===== src/verilog/vic_pkg.sv =====
// shared constants and types for the vectored interrupt register file
package vic_pkg;
    // ------------------------------------------------------------
    // geometry
    // ------------------------------------------------------------
    localparam int         NSRC        = 32;
    localparam int         ADDR_W      = 12;
    localparam int         ID_W        = 5;
    localparam int         PRI_W       = 3;
    localparam int         STK_DEPTH   = 8;
    localparam int         EVT_W       = 4;
    // ------------------------------------------------------------
    // register offsets
    // ------------------------------------------------------------
    localparam logic [11:0] OFF_MODE_BASE = 12'h000;
    localparam logic [11:0] OFF_VEC_BASE  = 12'h080;
    localparam logic [11:0] OFF_NORM_VEC  = 12'h100;
    localparam logic [11:0] OFF_FAST_VEC  = 12'h104;
    localparam logic [11:0] OFF_CUR_ID    = 12'h108;
    localparam logic [11:0] OFF_PEND      = 12'h10C;
    localparam logic [11:0] OFF_ENABLED   = 12'h110;
    localparam logic [11:0] OFF_CORE      = 12'h114;
    localparam logic [11:0] OFF_EN_CMD    = 12'h120;
    localparam logic [11:0] OFF_DIS_CMD   = 12'h124;
    localparam logic [11:0] OFF_CLR_CMD   = 12'h128;
    localparam logic [11:0] OFF_EOI_CMD   = 12'h130;
    localparam logic [11:0] OFF_EVT_STAT  = 12'h140;
    localparam logic [11:0] OFF_EVT_MASK  = 12'h144;
    // ------------------------------------------------------------
    // source map, field positions, reset values
    // ------------------------------------------------------------
    localparam logic [31:0] IMPL_SRC      = 32'h0007_01FF;
    localparam logic [31:0] EXT_SRC       = 32'h0007_0001;
    localparam int          MODE_PRI_LSB  = 0;
    localparam int          MODE_EDGE_BIT = 5;
    localparam int          MODE_POL_BIT  = 6;
    localparam int          CORE_FAST_BIT = 0;
    localparam int          CORE_NORM_BIT = 1;
    localparam int          EV_FAST       = 0;
    localparam int          EV_NORM       = 1;
    localparam int          EV_BAD_ADDR   = 2;
    localparam int          EV_EOI_EMPTY  = 3;
    localparam logic [31:0] RST_WORD      = 32'h0000_0000;
    // ------------------------------------------------------------
    // carriers
    // ------------------------------------------------------------
    typedef struct packed {
        logic             pol;      // 1: active high / rising
        logic             edgeTrig; // 1: edge triggered
        logic [PRI_W-1:0] pri;      // priority level
    } vic_mode_t;
    typedef struct packed {
        logic             valid;
        logic [ID_W-1:0]  id;
        logic [PRI_W-1:0] pri;
    } vic_pick_t;
endpackage


===== src/verilog/vic_regfile.sv =====
// vectored interrupt controller register file and core line logic
//
// Operation
// RULE_01: handler address words 0x080..0x0FC, read/write
// RULE_02: normal vector read returns current handler
// RULE_03: normal vector indexed by current source 1..31
// RULE_04: normal vector reads zero when none current
// RULE_05: fast vector read returns source 0 handler
// RULE_06: current source number readable, low field
// RULE_07: pending view, one bit per source
// RULE_08: fixed bit map for all source registers
// RULE_09: enabled view, resets to zero
// RULE_10: core status bit 0 mirrors fast line
// RULE_11: core status bit 1 mirrors normal line
// RULE_12: enable command sets written mask bits
// RULE_13: disable command clears written mask bits
// RULE_14: clear command clears written pending bits
// RULE_15: vector read takes, deasserts, autoclears, pushes
// RULE_16: end of interrupt pops, may reassert line
// RULE_17: priorities 0..7, source 0 has none
// RULE_18: fast vector read clears edge source 0
// RULE_19: normal line when pending outranks current level
//
// Decided for this implementation: the address-and-strobe port.
`timescale 1ns/1ps
module vic_regfile #(
    parameter int N     = 32,
    parameter int DEPTH = 8
) (
    input  wire logic        ref_clk,     // 25 MHz system clock
    input  wire logic        rst,         // sync reset, high
    input  wire logic [11:0] regAddr,     // byte address
    input  wire logic [31:0] regWrData,   // write data
    input  wire logic        regWr,       // write strobe
    input  wire logic        regRd,       // read strobe
    output logic      [31:0] regRdData,   // read data, next cycle
    input  wire logic [N-1:0] srcIn,      // interrupt sources
    output logic             fastLineN,   // fast request to core, low
    output logic             normalLineN, // normal request to core, low
    output logic             sysIntr      // event interrupt, high
);
    // ----------
    // storage
    // ----------
    logic [31:0]                 vecTab_r [N];
    vic_pkg::vic_mode_t          mode_r   [N];
    logic [N-1:0]                enabled_r;
    logic [N-1:0]                pendEdge_r;
    logic [vic_pkg::PRI_W-1:0]   stkLvl_r [DEPTH];
    logic [vic_pkg::ID_W-1:0]    stkId_r  [DEPTH];
    logic [3:0]                  depth_r;
    logic [vic_pkg::ID_W-1:0]    curId_r;
    logic                        fastLineN_r;
    logic                        normalLineN_r;
    logic [31:0]                 regRdData_r;
    logic [vic_pkg::EVT_W-1:0]   evtStat_r;
    logic [vic_pkg::EVT_W-1:0]   evtMask_r;
    logic                        sysIntr_r;

    // ----------
    // decode
    // ----------
    function automatic logic [vic_pkg::ID_W-1:0] wordIdx(input logic [11:0] a);
        wordIdx = a[6:2];
    endfunction

    logic                        modeSel;
    logic                        vecSel;
    logic                        rdNorm;
    logic                        rdFast;
    logic                        wrEn;
    logic                        wrDis;
    logic                        wrClr;
    logic                        wrEoi;

    always_comb begin
        modeSel = regAddr < vic_pkg::OFF_VEC_BASE;
        vecSel  = regAddr >= vic_pkg::OFF_VEC_BASE && regAddr < vic_pkg::OFF_NORM_VEC;
        rdNorm  = regRd && regAddr == vic_pkg::OFF_NORM_VEC;
        rdFast  = regRd && regAddr == vic_pkg::OFF_FAST_VEC;
        wrEn    = regWr && regAddr == vic_pkg::OFF_EN_CMD;
        wrDis   = regWr && regAddr == vic_pkg::OFF_DIS_CMD;
        wrClr   = regWr && regAddr == vic_pkg::OFF_CLR_CMD;
        wrEoi   = regWr && regAddr == vic_pkg::OFF_EOI_CMD;
    end

    // ----------
    // source conditioning and pending state
    // ----------
    logic [N-1:0] invert;
    logic [N-1:0] edgeMask;
    logic [N-1:0] actv;
    logic [N-1:0] rise;
    logic [N-1:0] pending;
    logic [N-1:0] autoClr;
    logic [N-1:0] pendEdge_nxt;
    logic [vic_pkg::PRI_W-1:0] prio [N];

    // external sources honour polarity; internal ones are active high
    always_comb begin
        for (int i = 0; i < N; i++) begin
            invert[i]   = vic_pkg::EXT_SRC[i] & ~mode_r[i].pol;
            edgeMask[i] = mode_r[i].edgeTrig;
            prio[i]     = mode_r[i].pri;                               // [RULE_17]
        end
    end

    vic_src_cond #(
        .N        (N),
        .EXT_MASK (vic_pkg::EXT_SRC)
    ) u_cond (
        .ref_clk (ref_clk),
        .rst     (rst),
        .srcRaw  (srcIn),
        .invert  (invert),
        .actv    (actv),
        .rise    (rise)
    );

    // level sources follow the line, edge sources latch
    always_comb begin
        pending = vic_pkg::IMPL_SRC[N-1:0]
                & ((edgeMask & pendEdge_r) | (~edgeMask & actv));      // [RULE_07] [RULE_08]
    end

    // ----------
    // priority resolution and stack
    // ----------
    vic_pkg::vic_pick_t        best;
    logic [vic_pkg::PRI_W-1:0] curLvl;
    logic                      stkEmpty;
    logic                      normReq;
    logic                      take;
    logic                      pop;
    logic                      fastReq;

    vic_pick #(
        .N (N)
    ) u_pick (
        .cand (pending & enabled_r),
        .prio (prio),
        .best (best)
    );

    // request when a pending source outranks the current level
    always_comb begin
        stkEmpty = depth_r == 4'h0;
        curLvl   = stkEmpty ? '0 : stkLvl_r[3'(depth_r - 4'h1)];
        normReq  = best.valid && (stkEmpty || best.pri > curLvl);     // [RULE_19] [RULE_16]
        take     = rdNorm && normReq && depth_r < 4'(DEPTH);           // [RULE_15]
        pop      = wrEoi && !stkEmpty;                                 // [RULE_16]
        fastReq  = pending[0] && enabled_r[0];
    end

    // edge sources cleared on take or fast vector read
    always_comb begin
        autoClr = '0;
        if (take && edgeMask[best.id]) begin
            autoClr[best.id] = 1'b1;                                   // [RULE_15]
        end
        if (rdFast && edgeMask[0]) begin
            autoClr[0] = 1'b1;                                         // [RULE_18]
        end
        // a new edge in the clearing cycle is kept
        pendEdge_nxt = (pendEdge_r & ~autoClr
                     & ~(wrClr ? regWrData[N-1:0] : '0))               // [RULE_14]
                     | (rise & edgeMask);
    end

    always_ff @(posedge ref_clk) begin
        if (rst) begin
            pendEdge_r <= '0;
        end else begin
            pendEdge_r <= pendEdge_nxt;
        end
    end

    // level stack with source ids so the previous context returns
    always_ff @(posedge ref_clk) begin
        if (rst) begin
            depth_r <= 4'h0;
            curId_r <= '0;
            for (int i = 0; i < DEPTH; i++) begin
                stkLvl_r[i] <= '0;
                stkId_r[i]  <= '0;
            end
        end else if (take) begin
            stkLvl_r[3'(depth_r)] <= best.pri;                         // [RULE_15]
            stkId_r[3'(depth_r)]  <= best.id;
            depth_r               <= depth_r + 4'h1;
            curId_r               <= best.id;
        end else if (pop) begin
            depth_r <= depth_r - 4'h1;                                 // [RULE_16]
            curId_r <= (depth_r == 4'h1) ? '0 : stkId_r[3'(depth_r - 4'h2)];
        end
    end

    // ----------
    // configuration registers
    // ----------
    // handler address table
    always_ff @(posedge ref_clk) begin
        if (rst) begin
            for (int i = 0; i < N; i++) begin
                vecTab_r[i] <= vic_pkg::RST_WORD;
            end
        end else if (regWr && vecSel) begin
            vecTab_r[wordIdx(regAddr)] <= regWrData;                   // [RULE_01]
        end
    end

    // source mode: priority, trigger type, polarity
    always_ff @(posedge ref_clk) begin
        if (rst) begin
            for (int i = 0; i < N; i++) begin
                mode_r[i] <= '0;
            end
        end else if (regWr && modeSel) begin
            mode_r[wordIdx(regAddr)] <= '{
                pol:      regWrData[vic_pkg::MODE_POL_BIT],
                edgeTrig: regWrData[vic_pkg::MODE_EDGE_BIT],
                pri:      regWrData[vic_pkg::MODE_PRI_LSB +: vic_pkg::PRI_W]
            };
        end
    end

    // enable mask, set and clear by command
    always_ff @(posedge ref_clk) begin
        if (rst) begin
            enabled_r <= '0;                                           // [RULE_09]
        end else begin
            enabled_r <= (enabled_r
                       | (wrEn ? regWrData[N-1:0] & vic_pkg::IMPL_SRC[N-1:0] : '0))  // [RULE_12]
                       & ~(wrDis ? regWrData[N-1:0] : '0);             // [RULE_13]
        end
    end

    // ----------
    // core lines
    // ----------
    // take and pop shift the level, so the line follows next cycle
    always_ff @(posedge ref_clk) begin
        if (rst) begin
            fastLineN_r   <= 1'b1;
            normalLineN_r <= 1'b1;
        end else begin
            fastLineN_r   <= !fastReq;                                 // [RULE_18]
            normalLineN_r <= !normReq || take;                         // [RULE_15]
        end
    end

    // ----------
    // event status and interrupt
    // ----------
    logic [vic_pkg::EVT_W-1:0] evt;
    logic                      mapped;

    always_comb begin
        evt                        = '0;
        evt[vic_pkg::EV_FAST]      = fastReq && fastLineN_r;
        evt[vic_pkg::EV_NORM]      = normReq && !take && normalLineN_r;
        evt[vic_pkg::EV_BAD_ADDR]  = (regRd || regWr) && !mapped;
        evt[vic_pkg::EV_EOI_EMPTY] = wrEoi && stkEmpty;
    end

    // sticky flags, write one clears, a new event wins
    always_ff @(posedge ref_clk) begin
        if (rst) begin
            evtStat_r <= '0;
            evtMask_r <= '0;
            sysIntr_r <= 1'b0;
        end else begin
            evtStat_r <= (evtStat_r & ~((regWr && regAddr == vic_pkg::OFF_EVT_STAT)
                       ? regWrData[vic_pkg::EVT_W-1:0] : '0)) | evt;
            if (regWr && regAddr == vic_pkg::OFF_EVT_MASK) begin
                evtMask_r <= regWrData[vic_pkg::EVT_W-1:0];
            end
            sysIntr_r <= |(evtStat_r & evtMask_r);
        end
    end

    // ----------
    // read path
    // ----------
    logic [31:0] rdMux;

    always_comb begin
        rdMux  = '0;
        mapped = 1'b1;
        if (modeSel) begin
            rdMux[vic_pkg::MODE_POL_BIT]  = mode_r[wordIdx(regAddr)].pol;
            rdMux[vic_pkg::MODE_EDGE_BIT] = mode_r[wordIdx(regAddr)].edgeTrig;
            rdMux[vic_pkg::MODE_PRI_LSB +: vic_pkg::PRI_W] = mode_r[wordIdx(regAddr)].pri;
        end else if (vecSel) begin
            rdMux = vecTab_r[wordIdx(regAddr)];                        // [RULE_01]
        end else begin
            unique case (regAddr)
                vic_pkg::OFF_NORM_VEC: begin
                    if (take) begin
                        rdMux = vecTab_r[best.id];                     // [RULE_02] [RULE_03]
                    end else if (!stkEmpty) begin
                        rdMux = vecTab_r[curId_r];                     // [RULE_03]
                    end else begin
                        rdMux = '0;                                    // [RULE_04]
                    end
                end
                vic_pkg::OFF_FAST_VEC: rdMux = vecTab_r[0];            // [RULE_05]
                vic_pkg::OFF_CUR_ID:   rdMux[vic_pkg::ID_W-1:0] = curId_r;  // [RULE_06]
                vic_pkg::OFF_PEND:     rdMux[N-1:0] = pending;         // [RULE_07]
                vic_pkg::OFF_ENABLED:  rdMux[N-1:0] = enabled_r;       // [RULE_09]
                vic_pkg::OFF_CORE: begin
                    rdMux[vic_pkg::CORE_FAST_BIT] = !fastLineN_r;      // [RULE_10]
                    rdMux[vic_pkg::CORE_NORM_BIT] = !normalLineN_r;    // [RULE_11]
                end
                vic_pkg::OFF_EN_CMD, vic_pkg::OFF_DIS_CMD,
                vic_pkg::OFF_CLR_CMD, vic_pkg::OFF_EOI_CMD: rdMux = '0;
                vic_pkg::OFF_EVT_STAT: rdMux[vic_pkg::EVT_W-1:0] = evtStat_r;
                vic_pkg::OFF_EVT_MASK: rdMux[vic_pkg::EVT_W-1:0] = evtMask_r;
                default:               mapped = 1'b0;
            endcase
        end
    end

    // read data stands only in the cycle after the strobe
    always_ff @(posedge ref_clk) begin
        if (rst) begin
            regRdData_r <= '0;
        end else begin
            regRdData_r <= regRd ? rdMux : '0;
        end
    end

    // ----------
    // outputs
    // ----------
    assign regRdData   = regRdData_r;
    assign fastLineN   = fastLineN_r;
    assign normalLineN = normalLineN_r;
    assign sysIntr     = sysIntr_r;
endmodule


===== src/verilog/vic_src_cond.sv =====
// source conditioning: pin synchroniser, polarity and edge detect
`timescale 1ns/1ps
module vic_src_cond #(
    parameter int          N        = 32,
    parameter logic [31:0] EXT_MASK = 32'h0007_0001
) (
    input  wire logic         ref_clk, // system clock
    input  wire logic         rst,     // sync reset, high
    input  wire logic [N-1:0] srcRaw,  // raw source levels
    input  wire logic [N-1:0] invert,  // per source inversion
    output logic      [N-1:0] actv,    // active level
    output logic      [N-1:0] rise     // became active this cycle
);
    logic [N-1:0] syncA_r;
    logic [N-1:0] syncB_r;
    logic [N-1:0] prev_r;

    // two flops for pin-driven sources
    always_ff @(posedge ref_clk) begin
        if (rst) begin
            syncA_r <= '0;
            syncB_r <= '0;
        end else begin
            syncA_r <= srcRaw;
            syncB_r <= syncA_r;
        end
    end

    // pick synced or direct, apply polarity
    always_comb begin
        actv = ((syncB_r & EXT_MASK[N-1:0]) | (srcRaw & ~EXT_MASK[N-1:0])) ^ invert;
        rise = actv & ~prev_r;
    end

    // previous active level for edge detect
    always_ff @(posedge ref_clk) begin
        if (rst) begin
            prev_r <= '0;
        end else begin
            prev_r <= actv;
        end
    end
endmodule


===== src/verilog/vic_pick.sv =====
// highest priority candidate among sources 1 and up
`timescale 1ns/1ps
module vic_pick #(
    parameter int N = 32
) (
    input  wire logic [N-1:0]            cand, // enabled and pending
    input  wire logic [vic_pkg::PRI_W-1:0] prio [N], // per source level
    output vic_pkg::vic_pick_t           best  // winner
);
    // strict compare keeps the lowest number on a tie
    always_comb begin
        best = '0;
        for (int i = 1; i < N; i++) begin
            if (cand[i] && (!best.valid || prio[i] > best.pri)) begin
                best.valid = 1'b1;
                best.id    = vic_pkg::ID_W'(i);
                best.pri   = prio[i];
            end
        end
    end
endmodule


===== config.mk =====
export PLATFORM = sky130hd
export DESIGN_NAME = vic_regfile
export DESIGN_NICKNAME = d
export VERILOG_FILES = /design/src/verilog/vic_pkg.sv /design/src/verilog/vic_regfile.sv /design/src/verilog/vic_src_cond.sv /design/src/verilog/vic_pick.sv
export SDC_FILE = /design/constraint.sdc
export NUM_CORES = 2
export LEC_CHECK = 0
export BUFFER_PORTS_ARGS = -buffer_cell sky130_fd_sc_hd__buf_2
export CAP_MARGIN = 30
export CORE_UTILIZATION = 40
export CTS_CLUSTER_DIAMETER = 200
export CTS_CLUSTER_SIZE = 30
export DETAILED_ROUTE_END_ITERATION = 6
export GPL_ROUTABILITY_DRIVEN = 0
export PLACE_DENSITY = 0.64
export SYNTH_ARGS = -nofsm -noshare
export SYNTH_HDL_FRONTEND = slang
export SYNTH_SLANG_ARGS = --single-unit
export TNS_END_PERCENT = 20

===== constraint.sdc =====
create_clock -name ref_clk -period 31.4 [get_ports ref_clk]
set_input_delay 3.14 -clock ref_clk [delete_from_list [all_inputs] [get_ports ref_clk]]
set_output_delay 3.14 -clock ref_clk [all_outputs]
set_load 0.02 [all_outputs]

==> flow_summary.toml <==
[clock_tree]
clockBufferDepth = 3
ctsHoldBuffers = 0
path_clk_slew_ns = 0.14
cts_htree_levels = 2
post_cts_buffers = 0
cts.sinks = 1369
cts_tree = "built"
cts_resized = 0
root_buffer = "clkbuf_16"
numCtsBuffers = 51
insertion_delay_ns = 0.76

[die]
die-area_sq_mm = 0.187
start_util = 0.403
num_rows = 157
core-area_sq_mm = 0.183
chipWidth_um = 432
die_y_um = 432
num_io_pins = 115

[sta]
max-slew-margin-rel = 0.124
hold_viol = 0
tightest_slew_ns = 1.31
holdWs_ns = 0.445
rsz0062_at_grt = "false"
setup_viol = 0
tns_ns = 0
skew_ns = 0.0597
finalMaxSlewViolations = 0
fin_crit_sh = 0.761
period_minus_slack_ns = 23.89
max_freq_ghz = 0.0419

[global_routing]
gr-total-overflow = 0
grtUsageTotal = 0.292
first_global_vias = 49607
grt_pass1_wl_mm = 384
grt_max_degree = 117
antenna_found_initial = 27

[critical_path]
reg2reg_to = "regRdData[6]$_SDFF_PP0_"
path_class = "in2reg"
rrSetupSlack_ns = 9.41
reg2regPathDepth = 88
max_stage_delay_ns = 0.81
required_ns = 32.08
cp_slowest_cell = "mux2i_1"
critical_path_arrival_ns = 24.57
worstSetupEndpointType = "flip-flop"
cp_common_cell = "ha_1"
critPathLaunchType = "input port"
r2r-start = "mode_r[1][3]$_SDFFCE_PN0P_"
crit_fanout = 39

[synth]
synth_seq_cells = 1369
syn_area_per_cell_sq_um = 13.7
ys_types = 89
synthArstFlopShare = 0
netlist_instances = 5397
synth_nets = 5514
synth_seq_area_share = 0.540
synthTopCellsByArea = "edfxtp_1, mux4_2, and2_1"
yosys_warnings = 0
syn-cell-area_sq_mm = 0.0739
synth_edf_count = 1248
yosysTopAreaCell = "edfxtp_1"
synth.top_cell.area_share = 0.507
synth_flop_cell = "edfxtp_1"

[layout]
register_area_sq_mm = 0.0399
multi_input_area_sq_mm = 0.0325
fillerInstances = 16244
drive_above_1_share = 0.212
area_delta_synth_final_pct = 7.03
nets = 5300

[pwr]
swShare = 0.249
p_seq_frac = 0.635
power_switching_w = 0.000832
combPwrFrac = 0.096
power_w = 0.00334
powerDensity_mw_per_mm2 = 42.2
peakVddDrop_uv = 44.0
clockPowerShare = 0.268
p_leak_nw = 25.4
p_int_w = 0.00251

[detailed_routing]
drc = 6
ant_nets = 0
drt_iter0_drc = 9834
drt-vias-per-instance = 6.73
wl_per_cell_um = 36.0
routed_wl_mm = 277
via_count = 51902
drt_first_pass_iters = 7

[hold_path]
worstHoldStart = "u_cond.prev_r[18]$_SDFF_PP0_"
worstHoldPathType = "reg2reg"
hold_depth = 1
holdPathEnd = "pendEdge_r[18]$_SDFF_PP0_"

[place]
hpwl_mm = 157
portBuffers = 94

[outcome]
violations = "DRC"
status = "finished, violations left"

[job]
drv_cap = 0
==> cells in the mapped netlist, types with 5 or more instances <==
master	instances
edfxtp_1	1248
and2_1	1201
mux4_2	633
clkbuf_1	412
nor2_1	309
nand2_1	197
o21ai_0	156
a22oi_1	130
dfxtp_1	121
a21oi_1	120
buf_1	80
mux2i_1	69
o221ai_1	62
o22ai_1	55
nand3_1	47
nor3_1	42
inv_1	39
ha_1	37
nor2b_1	36
nand4_1	34
a211oi_1	31
a222oi_1	31
mux2_2	26
buf_2	24
a31oi_1	21
o21ai_1	20
o211ai_1	18
nor4_1	16
o221a_2	14
o2111ai_1	11
and3_1	10
o31ai_1	10
a221oi_1	9
nand3b_1	7
o21a_1	7
buf_6	6
o2bb2ai_1	6
xor2_1	6
nand2b_1	5
==> routing by layer <==
layer | global-route usage | wire (um) | vias to the layer above
met1 | 0.378 | 96000 | 26245
met3 | 0.0764 | 38200 | 940
met5 | 0.00338 | 186 | -
met2 | 0.440 | 123000 | 4417
li1 | - | - | 20283
met4 | 0.180 | 19800 | 17
==> cell type report <==
class                      count  area share
sequential                  1369       0.504
multi-input combinational   3462       0.411
tap                         2464      0.0390
timing repair buffer         258      0.0244
clock buffer                  89      0.0179
inverter                      41     0.00201
antenna                       26    0.000822
clock inverter                 2    0.000253
==> worst max-delay path by stage <==
stage	startpoint	endpoint	slack, ns
finish	srcIn[1]	regRdData[6]$_SDFF_PP0_	7.51
global route	srcIn[1]	regRdData[6]$_SDFF_PP0_	6.65
CTS	srcIn[1]	regRdData[6]$_SDFF_PP0_	7.93
detailed placement	srcIn[1]	regRdData[6]$_SDFF_PP0_	7.19
global placement	srcIn[1]	regRdData[6]$_SDFF_PP0_	7.31
floorplan	srcIn[1]	stkId_r[7][0]$_SDFFCE_PN0P_	10.50
==> placed cells by master, fill, tap and decap left out, types with 38 or more instances in the layout <==
| cell type | count |
|---|---|
| dfxtp_1 | 116 |
| nand2_1 | 197 |
| mux2i_1 | 69 |
| a21oi_1 | 120 |
| clkbuf_16 | 51 |
| nor3_1 | 38 |
| a22oi_1 | 130 |
| mux4_2 | 633 |
| o22ai_1 | 55 |
| buf_2 | 93 |
| clkbuf_1 | 38 |
| o21ai_0 | 124 |
| buf_4 | 147 |
| inv_1 | 39 |
| nor2_4 | 39 |
| and2_1 | 1197 |
| nor2_1 | 268 |
| edfxtp_1 | 1248 |
| nand3_1 | 47 |
| o221ai_1 | 62 |
==> logic make-up after synthesis <==
family	count (synthesis)	share of synthesized area
mux	730	0.207
buf+inv	566	0.0299
fa+ha+maj	38	0.00640
flops	1369	0.540
simple gates	1924	0.145
compound gates	762	0.0715
xor+xnor	8	0.000948
==> critical path: cells and delay by family <==
family / cells / cell delay (ns)
AOI/OAI and AO/OA: 37 / 7.33
and+or+nand+nor: 24 / 5.32
muxes: 8 / 3.54
adders and majority gates: 11 / 3.04
buffers and inverters: 9 / 2.13
==> through the flow <==
step	setup WS, ns	area (sq um)	instances	util
2_1_floorplan	10.50	73900	5397	-
3_3_place_gp	7.31	77400	7579	0.422
3_5_place_dp	7.19	77500	7590	0.423
4_1_cts	7.93	79000	7681	0.431
5_1_grt	6.65	79100	7689	0.431
6_report	7.51	79100	7711	0.432
==> flip-flops by register name (all words and copies together) (netlist names), 4 cells and up, named ones only <==
| register | count |
|---|---|
| curId_r | 5 |
| depth_r | 4 |
| enabled_r | 32 |
| evtMask_r | 4 |
| evtStat_r | 4 |
| mode_r | 160 |
| pendEdge_r | 12 |
| regRdData | 32 |
| stkId_r | 40 |
| stkLvl_r | 24 |
| u_cond.prev_r | 4 |
| u_cond.syncA_r | 12 |
| u_cond.syncB_r | 4 |
| vecTab_r | 1024 |
==> power groups by stage <==
stage          clock network, W  logic (W)  registers [W]
3_3_place_gp                  0   0.000309        0.00215
6_report               0.000896   0.000322        0.00212
4_1_cts                0.000897   0.000313        0.00212
2_1_floorplan                 0   0.000195        0.00214
5_1_grt                0.000948   0.000328        0.00213
3_5_place_dp                  0   0.000312        0.00216
No activity file was read; power rests on OpenSTA's default activity.
